===== src/updown_ref_pkg.sv =====
// Package for the up/down frequency reference block: register offset,
// selector codes, timing constants and the carrier structs.
// Assumes a 100 MHz system clock and 16-bit frequency words in 0.01 Hz.
package updown_ref_pkg;

    // Register offset and reset value of the memory selector.
    localparam logic [15:0] FREQ_MEM_SEL_OFFSET = 16'h0164;
    localparam logic [15:0] FREQ_MEM_SEL_RESET  = 16'h0000;

    // Selector codes.
    localparam logic [15:0] INPUT7_UPDOWN_CODE  = 16'h0022;
    localparam logic [15:0] MEM_SEL_RETAIN      = 16'h0001;
    localparam logic [15:0] MEM_SEL_OFF         = 16'h0000;
    localparam logic [15:0] INIT_CODE_A         = 16'h0008;
    localparam logic [15:0] INIT_CODE_B         = 16'h0009;

    // Hold time before a frequency is stored, and the ramp step period.
    localparam int unsigned CLK_HZ         = 100_000_000;
    localparam int unsigned HOLD_TIME_S    = 5;
    localparam longint unsigned HOLD_CYCLES =
        longint'(HOLD_TIME_S) * longint'(CLK_HZ);
    localparam int unsigned RAMP_TIME_US   = 10;
    localparam int unsigned RAMP_CYCLES    =
        RAMP_TIME_US * (CLK_HZ / 1_000_000);
    localparam logic [15:0] RAMP_STEP      = 16'h0001;

    // Frequency limit settings applied by the clamp.
    typedef struct packed {
        logic [15:0] max_frequency_setting;
        logic [15:0] ref_upper_limit_setting;
        logic [15:0] min_output_freq_setting;
        logic [15:0] ref_lower_limit_setting;
    } limit_settings_t;

    // Terminal and command inputs.
    typedef struct packed {
        logic input6_terminal;
        logic input7_terminal;
        logic inching;
        logic run_fwd;
        logic run_rev;
        logic remote;
        logic multistep_sel;
    } terminal_in_t;

endpackage


===== src/updown_limit_clamp.sv =====
// Limit clamp: forms upper and lower limits from the settings and clamps
// a requested frequency between them.
// Assumes unsigned frequency words in the same unit for every setting.
`timescale 1ns/1ps

module updown_limit_clamp
(
    input  wire updown_ref_pkg::limit_settings_t i_lim,
    input  wire logic [15:0]                    i_freq,
    output logic [15:0]                         o_upper,
    output logic [15:0]                         o_lower,
    output logic [15:0]                         o_clamped
);

    // Returns the smaller of two words.
    function automatic logic [15:0] min16(input logic [15:0] a,
                                          input logic [15:0] b);
        begin
            min16 = (a < b) ? a : b;
        end
    endfunction

    // Limits are the smaller of each pair of settings.
    assign o_upper = min16(i_lim.max_frequency_setting,
                           i_lim.ref_upper_limit_setting);
    assign o_lower = min16(i_lim.min_output_freq_setting,
                           i_lim.ref_lower_limit_setting);

    // Clamp the request between the limits.
    always_comb
    begin
        if (i_freq > o_upper)
            o_clamped = o_upper;
        else if (i_freq < o_lower)
            o_clamped = o_lower;
        else
            o_clamped = i_freq;
    end

endmodule


===== src/updown_frequency_reference.sv =====
// Up/down frequency reference: ramps, holds and clamps the reference from
// two terminals and keeps a held value in retained storage.
// Assumes synchronous inputs, one clock and a retained store outside.
`timescale 1ns/1ps

module updown_frequency_reference
(
    input  wire logic                            i_sys_clk,
    input  wire logic                            i_arst_n,
    input  wire updown_ref_pkg::terminal_in_t    i_term,
    input  wire updown_ref_pkg::limit_settings_t i_lim,
    input  wire logic [15:0]                     i_input7_function_select,
    input  wire logic [15:0]                     i_param_initialize_select,
    input  wire logic [15:0]                     i_inching_freq,
    input  wire logic [15:0]                     i_multistep_freq,
    input  wire logic [15:0]                     i_retained_freq,
    input  wire logic                            i_retained_valid,
    input  wire logic                            i_reg_wr,
    input  wire logic                            i_reg_rd,
    input  wire logic [15:0]                     i_reg_addr,
    input  wire logic [15:0]                     i_reg_wdata,
    output logic [15:0]                          o_reg_rdata,
    output logic [15:0]                          o_freq_ref,
    output logic                                 o_updown_active,
    output logic                                 o_store_wr,
    output logic [15:0]                          o_store_data,
    output logic                                 o_store_erase
);

    ////////////////////////////////////////////////////////////////////////
    // Decode of terminals and mode.

    typedef enum logic [1:0]
    {
        DIR_HOLD = 2'b00,
        DIR_UP   = 2'b01,
        DIR_DOWN = 2'b10
    } dir_t;

    logic        mode_updown;
    dir_t        dir;
    logic        run_cmd;
    logic        run_prev_r;
    logic        run_rise;
    logic [15:0] mem_sel_r;
    logic        init_req;
    logic        mem_wr_hit;
    logic [15:0] upper;
    logic [15:0] lower;
    logic [15:0] freq_r;
    logic [15:0] freq_nxt;
    logic [15:0] clamped;
    logic [15:0] req_freq;
    logic [31:0] ramp_cnt_r;
    logic [39:0] hold_cnt_r;
    logic        stored_r;
    logic        resume_r;
    logic [15:0] resume_freq_r;

    // Up/down mode exists only with the input-seven code.
    assign mode_updown = (i_input7_function_select ==
                          updown_ref_pkg::INPUT7_UPDOWN_CODE);

    // Only one active input gives a direction; equal inputs hold.
    always_comb
    begin
        case ({i_term.input6_terminal, i_term.input7_terminal})
            2'b10:   dir = DIR_UP;
            2'b01:   dir = DIR_DOWN;
            default: dir = DIR_HOLD;
        endcase
    end

    assign run_cmd  = i_term.run_fwd | i_term.run_rev;
    assign run_rise = run_cmd & ~run_prev_r;
    assign init_req = (i_param_initialize_select ==
                       updown_ref_pkg::INIT_CODE_A) ||
                      (i_param_initialize_select ==
                       updown_ref_pkg::INIT_CODE_B);
    assign mem_wr_hit = i_reg_wr &&
                        (i_reg_addr == updown_ref_pkg::FREQ_MEM_SEL_OFFSET);

    ////////////////////////////////////////////////////////////////////////
    // Limits and clamp.

    updown_limit_clamp u_clamp
    (
        .i_lim     (i_lim),
        .i_freq    (req_freq),
        .o_upper   (upper),
        .o_lower   (lower),
        .o_clamped (clamped)
    );

    ////////////////////////////////////////////////////////////////////////
    // Memory selector register.

    // Software writes the memory selector; it reads back unchanged.
    always_ff @(posedge i_sys_clk or negedge i_arst_n)
    begin
        if (!i_arst_n)
            mem_sel_r <= updown_ref_pkg::FREQ_MEM_SEL_RESET;
        else if (mem_wr_hit)
            mem_sel_r <= i_reg_wdata;
    end

    // Read data returns the selector, or zero elsewhere.
    always_ff @(posedge i_sys_clk or negedge i_arst_n)
    begin
        if (!i_arst_n)
            o_reg_rdata <= 16'h0000;
        else if (i_reg_rd &&
                 i_reg_addr == updown_ref_pkg::FREQ_MEM_SEL_OFFSET)
            o_reg_rdata <= mem_sel_r;
        else
            o_reg_rdata <= 16'h0000;
    end

    ////////////////////////////////////////////////////////////////////////
    // Resume value captured from the retained store.

    // A valid retained value is taken once while retention is selected.
    always_ff @(posedge i_sys_clk or negedge i_arst_n)
    begin
        if (!i_arst_n)
        begin
            resume_r      <= 1'b0;
            resume_freq_r <= 16'h0000;
        end
        else if (init_req || (mem_sel_r == updown_ref_pkg::MEM_SEL_OFF))
        begin
            resume_r      <= 1'b0;
            resume_freq_r <= 16'h0000;
        end
        else if (o_store_wr)
        begin
            resume_r      <= 1'b1;
            resume_freq_r <= o_store_data;
        end
        else if (!resume_r && i_retained_valid &&
                 mem_sel_r == updown_ref_pkg::MEM_SEL_RETAIN)
        begin
            resume_r      <= 1'b1;
            resume_freq_r <= i_retained_freq;
        end
    end

    ////////////////////////////////////////////////////////////////////////
    // Reference update.

    // Choose the request before clamping.
    always_comb
    begin
        req_freq = freq_r;
        if (!mode_updown)
            req_freq = i_term.multistep_sel ? i_multistep_freq : freq_r;
        else if (i_term.inching && i_term.remote)
            req_freq = i_inching_freq;
        else if (run_rise)
            req_freq = resume_r ? resume_freq_r : lower;
        else if (ramp_cnt_r == 32'd0 && i_term.remote)
        begin
            case (dir)
                DIR_UP:   req_freq = (freq_r >= upper) ? upper :
                                     16'(freq_r + updown_ref_pkg::RAMP_STEP);
                DIR_DOWN: req_freq = (freq_r <= lower) ? lower :
                                     16'(freq_r - updown_ref_pkg::RAMP_STEP);
                default:  req_freq = freq_r;
            endcase
        end
    end

    // The clamped request is the next reference value.
    assign freq_nxt = clamped;

    // Ramp pacing counter; multi-step selects never reach it.
    always_ff @(posedge i_sys_clk or negedge i_arst_n)
    begin
        if (!i_arst_n)
            ramp_cnt_r <= 32'd0;
        else if (ramp_cnt_r == 32'd0)
            ramp_cnt_r <= 32'(updown_ref_pkg::RAMP_CYCLES - 1);
        else
            ramp_cnt_r <= ramp_cnt_r - 32'd1;
    end

    // Frequency register and run edge history.
    always_ff @(posedge i_sys_clk or negedge i_arst_n)
    begin
        if (!i_arst_n)
        begin
            freq_r     <= 16'h0000;
            run_prev_r <= 1'b0;
        end
        else
        begin
            freq_r     <= init_req ? 16'h0000 : freq_nxt;
            run_prev_r <= run_cmd;
        end
    end

    ////////////////////////////////////////////////////////////////////////
    // Hold timer and store.

    // Timer restarts on any single active input or a changed value.
    always_ff @(posedge i_sys_clk or negedge i_arst_n)
    begin
        if (!i_arst_n)
        begin
            hold_cnt_r <= 40'd0;
            stored_r   <= 1'b0;
        end
        else if (dir != DIR_HOLD || freq_nxt != freq_r || !mode_updown)
        begin
            hold_cnt_r <= 40'd0;
            stored_r   <= 1'b0;
        end
        else if (hold_cnt_r < 40'(updown_ref_pkg::HOLD_CYCLES))
            hold_cnt_r <= hold_cnt_r + 40'd1;
        else if (o_store_wr)
            stored_r   <= 1'b1;
    end

    // One store per hold interval once five seconds have passed.
    always_ff @(posedge i_sys_clk or negedge i_arst_n)
    begin
        if (!i_arst_n)
        begin
            o_store_wr   <= 1'b0;
            o_store_data <= 16'h0000;
        end
        else
        begin
            o_store_wr   <= (mem_sel_r == updown_ref_pkg::MEM_SEL_RETAIN) &&
                            mode_updown && dir == DIR_HOLD &&
                            freq_nxt == freq_r && !stored_r && !o_store_wr &&
                            hold_cnt_r >=
                            40'(updown_ref_pkg::HOLD_CYCLES);
            o_store_data <= freq_r;
        end
    end

    // Erase pulse on writing zero or an initialize request.
    always_ff @(posedge i_sys_clk or negedge i_arst_n)
    begin
        if (!i_arst_n)
            o_store_erase <= 1'b0;
        else
            o_store_erase <= (mem_wr_hit &&
                              i_reg_wdata == updown_ref_pkg::MEM_SEL_OFF) ||
                             init_req;
    end

    // Registered outputs for the reference and mode.
    always_ff @(posedge i_sys_clk or negedge i_arst_n)
    begin
        if (!i_arst_n)
        begin
            o_freq_ref      <= 16'h0000;
            o_updown_active <= 1'b0;
        end
        else
        begin
            o_freq_ref      <= freq_r;
            o_updown_active <= mode_updown;
        end
    end
endmodule


===== config.mk =====
export PLATFORM = sky130hd
export DESIGN_NAME = updown_frequency_reference
export DESIGN_NICKNAME = d
export VERILOG_FILES = /design/src/updown_ref_pkg.sv /design/src/updown_limit_clamp.sv /design/src/updown_frequency_reference.sv
export SDC_FILE = /design/constraint.sdc
export NUM_CORES = 1
export LEC_CHECK = 0
export BUFFER_PORTS_ARGS = -buffer_cell sky130_fd_sc_hd__buf_2
export CELL_PAD_IN_SITES_DETAIL_PLACEMENT = 1
export CELL_PAD_IN_SITES_GLOBAL_PLACEMENT = 2
export CORE_MARGIN = 2
export CORE_UTILIZATION = 31
export DETAILED_ROUTE_END_ITERATION = 7
export PLACE_DENSITY_LB_ADDON = 0.1
export SETUP_SLACK_MARGIN = 0.5
export SLEW_MARGIN = 20
export SYNTH_ARGS = -nofsm -noshare
export SYNTH_HDL_FRONTEND = slang
export SYNTH_SLANG_ARGS = --single-unit

===== constraint.sdc =====
create_clock -name i_sys_clk -period 5.7 [get_ports i_sys_clk]
set_clock_uncertainty 0.05 [all_clocks]
set_input_delay 1.14 -clock i_sys_clk [delete_from_list [all_inputs] [get_ports i_sys_clk]]
set_output_delay 1.14 -clock i_sys_clk [all_outputs]
set_load 0.01 [all_outputs]

* After elaboration in Yosys (flattened, before gate mapping)
Index checks and enable logic that the tools add are counted.
** Cells by class
- $add $sub $neg :: 4
- Reduce and logical (&&, ||, !) cells :: 31
- Equal/unequal tests :: 12
- Shift operators :: 0
- Multiplexer cells :: 28
- Bitwise gates (word level) :: 3
- Order comparisons :: 8
- $mul :: 0
- Div/mod/pow operators :: 0
** Operator list (count)
- $mux 16 :: 17
- $mux 40 :: 2
- $lt 16x16->1 :: 3
- $add 40x1->40 const B :: 1
- $ge 40x29->1 const B :: 1
- $lt 40x29->1 const B :: 1
- $eq 16x4->1 const B :: 2
- $logic_not 16->1 :: 2
- $logic_not 32->1 :: 1
- $mux 32 :: 1
- $pmux 16 s2 :: 1
- $sub 32x1->32 const B :: 1
- $add 16x1->16 const B :: 1
- $eq 16x1->1 const B :: 1
- $eq 16x16->1 :: 1
- $eq 16x6->1 const B :: 1
- $eq 16x9->1 const B :: 1
- $ge 16x16->1 :: 1
- $gt 16x16->1 :: 1
- $le 16x16->1 :: 1
- $ne 16x16->1 :: 1
- $sub 16x1->16 const B :: 1
- $logic_and 1x1->1 :: 13
- $mux 1 :: 6
- other kinds (13) :: 24
** Word-level totals
- Output and inout port bits :: 51
- Input port bits :: 188
- Memories kept :: 0
- Bits in read-only memories :: 0
- Word-level logic and storage cells :: 99
- Latch bits :: 0
- Register bits after elaboration :: 158
- RAM bits :: 0

* Logic depth before layout (Yosys ltp)
Gate-level depths: netlist of run 1.
- Word-level depth :: 17
- Mapped depth :: 37
- Mapped depth without buffers :: 32

* By module
From an unflattened synthesis of run 1, not the netlist that was laid out.
** Second synthesis, totals
- Cells, all modules :: 1382
- Area, all modules :: 12348.1 µm²
** By module, submodules not included
- updown_frequency_reference :: area each 9670.5 µm², instances 1, sequential area each 3953.8 µm², cells an instance 1068
- updown_limit_clamp :: area each 2677.6 µm², instances 1, sequential area each 0.0 µm², cells an instance 314

* Least setup slack after synthesis of run 1
No wires, ideal clock.
- Kind :: input-to-reg
- Start point :: in i_lim[13] in the netlist's numbering
- End point :: reg hold_cnt_r[21]
- Stages on the path :: 29
- Setup slack :: -2.672 ns
- Setup time :: 0.146 ns
- Arrival time :: 8.176 ns
- Path buffers :: 4
- Required time :: 5.504 ns
- Path through :: inv_1 > ha_1 > nand4_2 > or3_4 > o32a_4 > nand2_1 > buf_2 > mux2i_1 > ha_1 > and3_1 > a221o_1 > a41oi_1 > o21a_1 > nand3b_1 > nand2_1 > a2111oi_0 > or3_1 > ha_1 > or3_1 > o21ai_0 > a21oi_1 > a311oi_1 > or2_2 > clkbuf_1 > clkbuf_1 > mux2_2 > o22ai_1 > clkbuf_1 > nor4_2
** On the way
- Word-level cells in the longest chain between the ends :: 16
- Elaborated cells on any way between the ends :: 19
- Those cells by class :: order compare: 4; eq/ne: 1; mux: 11; reduce/logical: 3
** Ends and longest elaborated chain
- start: declaration :: line updown_frequency_reference.sv:11 : input wire updown_ref_pkg::limit_settings_t i_lim,
- $lt 16x16->1 :: line updown_limit_clamp.sv:19 : min16 = (a < b) ? a : b;
- $mux 16 * :: line updown_limit_clamp.sv:19
- $le 16x16->1 :: line updown_frequency_reference.sv:166 : DIR_DOWN: req_freq = (freq_r <= lower) ? lower :
- $mux 16 :: line updown_frequency_reference.sv:166
- $pmux 16 s2 :: line updown_frequency_reference.sv:163 : case (dir)
- $mux 16 :: line updown_frequency_reference.sv:161 : else if (ramp_cnt_r == 32'd0 && i_term.remote)
- $mux 16 :: line updown_frequency_reference.sv:159 : else if (run_rise)
- $mux 16 :: line updown_frequency_reference.sv:157 : else if (i_term.inching && i_term.remote)
- $mux 16 :: line updown_frequency_reference.sv:155 : if (!mode_updown)
- $lt 16x16->1 :: line updown_limit_clamp.sv:34 : else if (i_freq < o_lower)
- $mux 16 :: line updown_limit_clamp.sv:34
- $mux 16 * :: line updown_limit_clamp.sv:32 : if (i_freq > o_upper)
- $ne 16x16->1 * :: line updown_frequency_reference.sv:213 : else if (dir != DIR_HOLD || freq_nxt != freq_r || !mode_updown)
- $logic_or 1x1->1 * (2 in a row) :: line updown_frequency_reference.sv:213
- $mux 40 / $reduce_bool 2->1 (equally long branches)
- end signal: assignment :: line updown_frequency_reference.sv:219 : hold_cnt_r <= hold_cnt_r + 40'd1;
- end: declaration :: line updown_frequency_reference.sv:55 : logic [39:0] hold_cnt_r;
Every way passes the cells marked *; elsewhere a longest branch is shown, timed or not.
A chain may end at the register's enable or synchronous reset.

* Final worst setup path of run 1
- Start point :: in i_lim[31] in the netlist's numbering
- End point :: reg hold_cnt_r[37]
The elaborated chain is that of the path after synthesis.

==> results.py, run 1 <==
metrics = {
    "outcome": {
        "status": "complete, but fails checks",
        "failed_checks": "negative setup slack",
    },
    "placement": {
        "portBuffers": 237,
        "dp_hpwl_um": 48500,
        "place.gp.congestion": 0.973,
    },
    "grt": {
        "grt_pass1_wl_um": 89700,
        "overflow": 0,
        "grt_max_degree": 85,
        "grt_use_total_pct": 28.4,
        "grt_pass1_vias": 14800,
        "antenna_found_initial": 0,
    },
    "cells_and_area": {
        "multiInputGateArea_sq_um": 9530,
        "n_antenna_cell": 0,
        "fillCellCount": 4617,
        "area_growth_pct": 62.5,
        "regArea_sq_um": 3950,
        "finalNetCount": 2377,
        "drive_above_1_share_pct": 49.7,
    },
    "setup_path": {
        "path_max_fanout": 10,
        "slowest_delay_ps": 430,
        "path_class": "in2reg",
        "required_ps": 6010,
        "end_kind": "flop",
        "slowest_stage": "a21oi_1",
        "startpoint_type": "input pin",
        "crit_top_cell": "buf_4",
        "reg2reg_slack_ps": -700,
        "arrival_ps": 8460,
    },
    "run": {
        "drv_cap": 0,
    },
    "timing": {
        "worst_pin_slew_ps": 872,
        "rsz0062_at_grt": "yes",
        "fin_ws_ps": -2450,
        "max_freq_mhz": 123,
        "tns_ps": -121220,
        "finalSetupViolations": 58,
        "finalCritPeriodShare_pct": 143,
        "finalHoldViolCount": 0,
        "maxSlewViolCount": 0,
        "fin_hold_ws_ps": 436,
        "slew_headroom_pct": 41.1,
        "fin_crit_ps": 8150,
    },
    "pwr": {
        "p_switching_mw": 3.64,
        "clock_power_share_pct": 14.5,
        "comb_power_share_pct": 67.9,
        "power.internal_mw": 4.43,
        "switching_share_pct": 45.1,
        "powerDensity_nw_per_um2": 392,
        "p_leak_nw": 9.30,
        "seq_power_share_pct": 17.6,
        "peakVddDrop_v": 0.000241,
    },
    "routing": {
        "dr.pass1.iters": 5,
        "drtIter0Drc": 802,
        "viasPerCell": 5.41,
        "avgRoutedWirePerCell_um": 23.7,
        "route.detailed.drc": 0,
        "vias": 14300,
        "wl_um": 62400,
        "ant_nets": 0,
    },
    "floorplanning": {
        "core_area_sq_um": 40600,
        "fp.dieW_um": 206,
        "die-area_sq_um": 42500,
        "initial_core_util_pct": 31.2,
        "std_cell_rows": 74,
        "num_io_pins": 239,
        "die_h_um": 206,
    },
    "clock_tree": {
        "postCtsHoldBufs": 0,
        "cts_tree": "done",
        "numCtsBuffers": 17,
        "clk_latency_ps": 460,
        "cts_sinks": 158,
        "htreeDepth": 4,
        "clock_path_buffers": 2,
        "clkTransAtPathRegs_ps": 70,
        "clockRootBuffer": "clkbuf_16",
    },
    "synthesis": {
        "synth-async-reset-ratio_pct": 100,
        "synth_cells": 1432,
        "ys_seq_elements": 158,
        "yosysWarnings": 0,
        "avgSynthCellArea_sq_um": 8.85,
        "synth_cell_types": 91,
        "synthTopCellsByCount": "dfrtp_1 (158), nor2_1 (119), nand2_1 (118)",
        "synthesis.area_sq_um": 12700,
        "yosysSeqAreaShare_pct": 31.2,
        "synthFlopType": "dfrtp_1",
        "synthTopCellsByArea": "dfrtp_1 (31%), ha_1 (9.8%), xnor2_1 (4.1%), mux2i_1 (4.0%), nor4_2 (4.0%)",
        "yosysMostFrequentCell": "dfrtp_1",
        "syn-num-nets": 1719,
        "synth_edf_count": 0,
        "synth_area_leader_cell": "dfrtp_1",
        "synth_top_cell_area_share_pct": 31.2,
    },
    "hold_path": {
        "holdCritPathClass": "reg2reg",
    },
}
==> per-stage QoR <==
| stage | worst slack [ps] | utilization (%) | instances | total power [mW] | cell area [sq um] |
|---|---|---|---|---|---|
| final | -2450 | 50.8 | 2635 | 8.07 | 20600 |
| after global routing | -2710 | 50.8 | 2635 | 8.44 | 20600 |
| after CTS | -2140 | 47.0 | 2587 | 7.21 | 19000 |
| after detailed placement | -3170 | 43.8 | 2536 | 5.74 | 17800 |
| after global placement | -3040 | 43.8 | 2536 | 5.69 | 17800 |
| after floorplan | -1880 | - | 1432 | 3.59 | 13000 |
==> layout by cell type (no fill, tap or decap), types with 32 or more instances in the layout <==
master   count
nand2_1    103
dfrtp_1    158
xor2_1      32
xnor2_1     59
nor4_2      36
a21oi_1     51
nand3_1     47
nor2_1     101
buf_4      424
mux2i_1     36
inv_1       54
ha_1        67
buf_6       48
o21ai_0     49
buf_2      222
==> critical path: cells and delay by family <==
family | cells | cell delay (ps)
muxes | 1 | 150
xor gates and xnor gates | 1 | 190
AOI/OAI and AO/OA | 9 | 2430
buffers and inverters | 11 | 1670
adders and majority gates | 3 | 750
and+or+nand+nor | 13 | 2080
==> cell type report <==
cell class,count,area share (%)
timing repair buffer,727,27.0
clock inverter,14,0.772
clock buffer,18,2.08
sequential,158,19.2
multi-input combinational,1111,46.3
tap,532,3.23
inverter,75,1.45
==> flip-flops by register name, summed over array words and instances (netlist names) <==
name             count
o_updown_active      1
resume_r             1
resume_freq_r       16
o_freq_ref          16
run_prev_r           1
ramp_cnt_r          32
o_store_wr           1
freq_r              16
o_store_erase        1
mem_sel_r           16
o_reg_rdata         16
stored_r             1
hold_cnt_r          40
==> timing repair <==
| item | CTS | global route |
|---|---|---|
| resized for setup | 89 | 205 |
| setup buffers | 14 | 42 |
| pin swaps | 15 | 64 |
| endpoints found under the hold margin | 0 | 0 |
| gates cloned | 5 | 6 |
| endpoints found under the setup margin | 58 | 58 |
==> worst paths after layout <==
check / startpoint / to / cells past startpoint
setup reg to reg: ramp_cnt_r[1]$_DFF_PN0_ / hold_cnt_r[37]$_DFFE_PN0P_ / 31
hold / removal: resume_freq_r[2]$_DFFE_PN0P_ / resume_freq_r[2]$_DFFE_PN0P_ / 2
min in group asynchronous: i_arst_n / o_reg_rdata[13]$_DFF_PN0_ / 1
max in group asynchronous: i_arst_n / freq_r[2]$_DFF_PN0_ / 2
hold reg to reg: resume_freq_r[2]$_DFFE_PN0P_ / resume_freq_r[2]$_DFFE_PN0P_ / 2
setup / recovery: i_lim[31] / hold_cnt_r[37]$_DFFE_PN0P_ / 38
==> kinds of logic (layout without fill, tap and decap cells) <==
family	count (synthesis)	in the layout	synth area share, %
mux	76	76	6.26
buf+inv	164	834	5.78
xor+xnor	92	92	6.36
flops	158	158	31.2
simple gates	526	527	23.3
fa+ha+maj	101	101	9.94
compound gates	315	315	17.2
==> power by group through the flow <==
stage | Clock [mW] | Combinational [mW] | Sequential (mW)
finish | 1.17 | 5.48 | 1.42
global route | 1.25 | 5.77 | 1.43
CTS | 1.20 | 4.60 | 1.41
detailed placement | 0 | 4.31 | 1.43
global placement | 0 | 4.26 | 1.43
floorplan | 0 | 2.20 | 1.39
==> metal layers <==
layer / wire length, um / track usage (%) / part of all wire, %
met1: 26300 / 35.3 / 42
met2: 31600 / 51.0 / 51
met3: 1890 / 2.54 / 3.0
met4: 2650 / 10.2 / 4.2
met5: 0 / 0 / 0
(Power assumes the default switching activity.)
==> run 2, diff against run 1 <==
CORE_MARGIN = default   (was 2)
SYNTH_HIERARCHICAL = 1   (was default)
==> run 2 against run 1 <==
The run still ends with negative setup slack left. Clock-buffer cell count up 2. Combinational power down 20%. Final cell count down 6.1%. Non-clock buffer count down 101. Via count down 12%. First-iteration DRC count down 37%. Die area down 4.4%. Critical path depth unchanged. Worst setup slack better by 64 ps. Sequential share of layout area up 1.3 points. Sequential cell count unchanged. Fmax up 0.80%. Critical endpoint is now hold_cnt_r[19]$_DFFE_PN0P_. Largest power group unchanged. Highest routed layer unchanged.
==> results.py, run 2 <==
metrics = {
    "timing": {
        "finalHoldViolCount": 0,
        "fin_hold_ws_ps": 451,
        "max_freq_mhz": 124,
        "maxSlewViolCount": 0,
        "fin_crit_ps": 8080,
        "slew_headroom_pct": 36.2,
        "worst_pin_slew_ps": 955,
        "finalSetupViolations": 58,
        "fin_ws_ps": -2380,
        "rsz0062_at_grt": "yes",
        "finalCritPeriodShare_pct": 142,
    },
    "synthesis": {
        "yosysSeqAreaShare_pct": 32.0,
        "syn-num-nets": 1671,
        "synth-async-reset-ratio_pct": 100,
        "ys_seq_elements": 158,
        "synth_edf_count": 0,
        "synth_cell_types": 81,
        "synth_area_leader_cell": "dfrtp_1",
        "yosysMostFrequentCell": "dfrtp_1",
        "synth_top_cell_area_share_pct": 32.0,
        "synthTopCellsByArea": "dfrtp_1 (32%), ha_1 (10%), mux2i_1 (4.3%), inv_1 (3.8%), xor2_1 (3.7%)",
        "yosysWarnings": 6,
        "synthFlopType": "dfrtp_1",
        "synth_cells": 1382,
        "avgSynthCellArea_sq_um": 8.93,
        "synthesis.area_sq_um": 12300,
        "synthTopCellsByCount": "dfrtp_1 (158), inv_1 (125), nor2_1 (118)",
    },
    "pwr": {
        "powerDensity_nw_per_um2": 358,
        "p_leak_nw": 8.86,
        "peakVddDrop_v": 0.000236,
    },
    "floorplanning": {
        "fp.dieW_um": 202,
        "initial_core_util_pct": 31.7,
        "die_h_um": 202,
        "die-area_sq_um": 40600,
        "num_io_pins": 239,
        "core_area_sq_um": 39000,
        "std_cell_rows": 72,
    },
    "grt": {
        "grt_pass1_vias": 13500,
        "grt_pass1_wl_um": 77600,
        "grt_use_total_pct": 24.7,
        "grt_max_degree": 91,
        "overflow": 0,
        "antenna_found_initial": 0,
    },
    "setup_path": {
        "required_ps": 6020,
        "slowest_delay_ps": 540,
        "reg2reg_slack_ps": -540,
        "end_kind": "flop",
        "path_class": "in2reg",
        "path_max_fanout": 6,
        "startpoint_type": "input pin",
        "arrival_ps": 8400,
        "slowest_stage": "or4_4",
        "crit_family": "simple AND/OR/NAND/NOR gates",
        "crit_buf_inv": 11,
    },
    "clock_tree": {
        "clock_path_buffers": 2,
        "numCtsBuffers": 17,
        "clkTransAtPathRegs_ps": 70,
        "postCtsHoldBufs": 0,
        "cts_tree": "done",
        "cts_sinks": 158,
        "clk_latency_ps": 440,
        "clockRootBuffer": "clkbuf_16",
        "htreeDepth": 4,
    },
    "routing": {
        "drtIter0Drc": 509,
        "wl_um": 51300,
        "vias": 12600,
        "dr.pass1.iters": 5,
        "avgRoutedWirePerCell_um": 20.7,
        "viasPerCell": 5.09,
        "route.detailed.drc": 0,
        "ant_nets": 0,
    },
    "placement": {
        "portBuffers": 237,
        "dp_hpwl_um": 39000,
        "placed_area_sq_um": 16700,
        "place.gp.congestion": 0.922,
        "place_inst": 2368,
        "place_ws_ps": -3240,
    },
    "cells_and_area": {
        "largest_registers": "hold_cnt_r: 40 flops, ramp_cnt_r: 32 flops",
        "largest_register_ffs": 40,
        "area_growth_pct": 56.3,
        "multiInputGateArea_sq_um": 8980,
        "fillCellCount": 4479,
        "stdcell_count": 2474,
        "finalNetCount": 2233,
        "largest_register": "hold_cnt_r",
        "stdcell_area_sq_um": 19300,
        "n_antenna_cell": 0,
        "fin_util_pct": 49.5,
        "regArea_sq_um": 3950,
        "final_common_cell": "buf_4",
        "drive_above_1_share_pct": 49.1,
        "mostFrequentLayoutCells": "buf_4 (345), buf_2 (226), dfrtp_1 (158)",
    },
    "outcome": {
        "failed_checks": "negative setup slack",
        "status": "complete, but fails checks",
    },
    "hold_path": {
        "holdCritPathClass": "reg2reg",
    },
    "run": {
        "drv_cap": 0,
    },
}
==> run 2: cell count changes after synthesis, moves of 16 or more <==
| cell | before | now |
|---|---|---|
| a31oi_1 | 22 | 3 |
| inv_1 | 72 | 125 |
| a21o_1 | 18 | 2 |
| nand2_1 | 118 | 90 |
| nor4_2 | 40 | 3 |
| nor4_1 | 29 | 49 |
| a211oi_2 | 2 | 21 |
| nand3_1 | 54 | 26 |
| xnor2_1 | 60 | 40 |
| xor2_1 | 32 | 52 |
==> run 2: layer usage <==
| metal | track usage (%) | part of all wire [%] | vias to the layer above |
|---|---|---|---|
| li1 | - | - | 6029 |
| met2 | 44.3 | 51 | 244 |
| met4 | 6.82 | 2.2 | 0 |
| met3 | 2.28 | 2.6 | 52 |
| met1 | 31.4 | 44 | 6276 |
| met5 | 0 | 0 | - |
==> run 2: cell families (layout without fill, tap and decap cells) <==
logic type	after synthesis	count (layout)	synth area share, %
AO/OA/AOI/OAI	258	259	14.4
XOR/XNOR	92	92	6.53
adder cells (fa/ha/maj)	101	101	10.2
buffers and inverters	211	783	7.44
flip-flops	158	158	32.0
multiplexers	99	99	9.71
AND/OR/NAND/NOR	463	464	19.7
==> run 2: power by group <==
| part | leakage (nW) | switching [mW] | internal (mW) |
|---|---|---|---|
| clock | 0.287 | 0.514 | 0.639 |
| combinational | 6.49 | 2.23 | 2.18 |
| sequential | 2.08 | 0.103 | 1.24 |
==> run 2: path summary, 6_finish.rpt <==
kind                                         startpoint                           end  cells past startpoint
max in group asynchronous                      i_arst_n      ramp_cnt_r[22]$_DFF_PN0_                      2
min in group asynchronous                      i_arst_n    hold_cnt_r[18]$_DFFE_PN0P_                      1
setup / recovery                              i_lim[12]    hold_cnt_r[19]$_DFFE_PN0P_                     38
setup reg to reg                   freq_r[11]$_DFF_PN0_    hold_cnt_r[19]$_DFFE_PN0P_                     29
hold reg to reg            resume_freq_r[9]$_DFFE_PN0P_  resume_freq_r[9]$_DFFE_PN0P_                      2
hold / removal             resume_freq_r[9]$_DFFE_PN0P_  resume_freq_r[9]$_DFFE_PN0P_                      2
==> run 2: area by class of cell <==
cell class / instances / share of cell area, %
well taps: 518 / 3.36
repair buffers: 626 / 24.1
inverters: 126 / 2.58
multi-input cells: 1015 / 46.5
clock inverters: 11 / 0.551
flip-flops and latches: 158 / 20.5
clock buffers: 20 / 2.42
==> run 2: what timing repair did <==
action                                 in CTS  in global routing
setup buffers                              35                 29
endpoints found under the hold margin       0                  0
resized for setup                         128                134
pin swaps                                  53                 67
setup endpoints to repair                  58                 58
cloned                                     10                  1
==> run 2: through the flow <==
stage / total power, mW / TNS, ps
final: 6.91 / -120860
after global routing: 7.26 / -136860
after CTS: 6.45 / -115360
after detailed placement: 4.76 / -169490
after global placement: 4.71 / -163580
after floorplan: 3.29 / -79580
==> run 2: tightest hold or removal path, cell delays in order (launching register included) <==
cell     delay, ps
dfrtp_1        360
nand2_1         50
o21ai_0         60
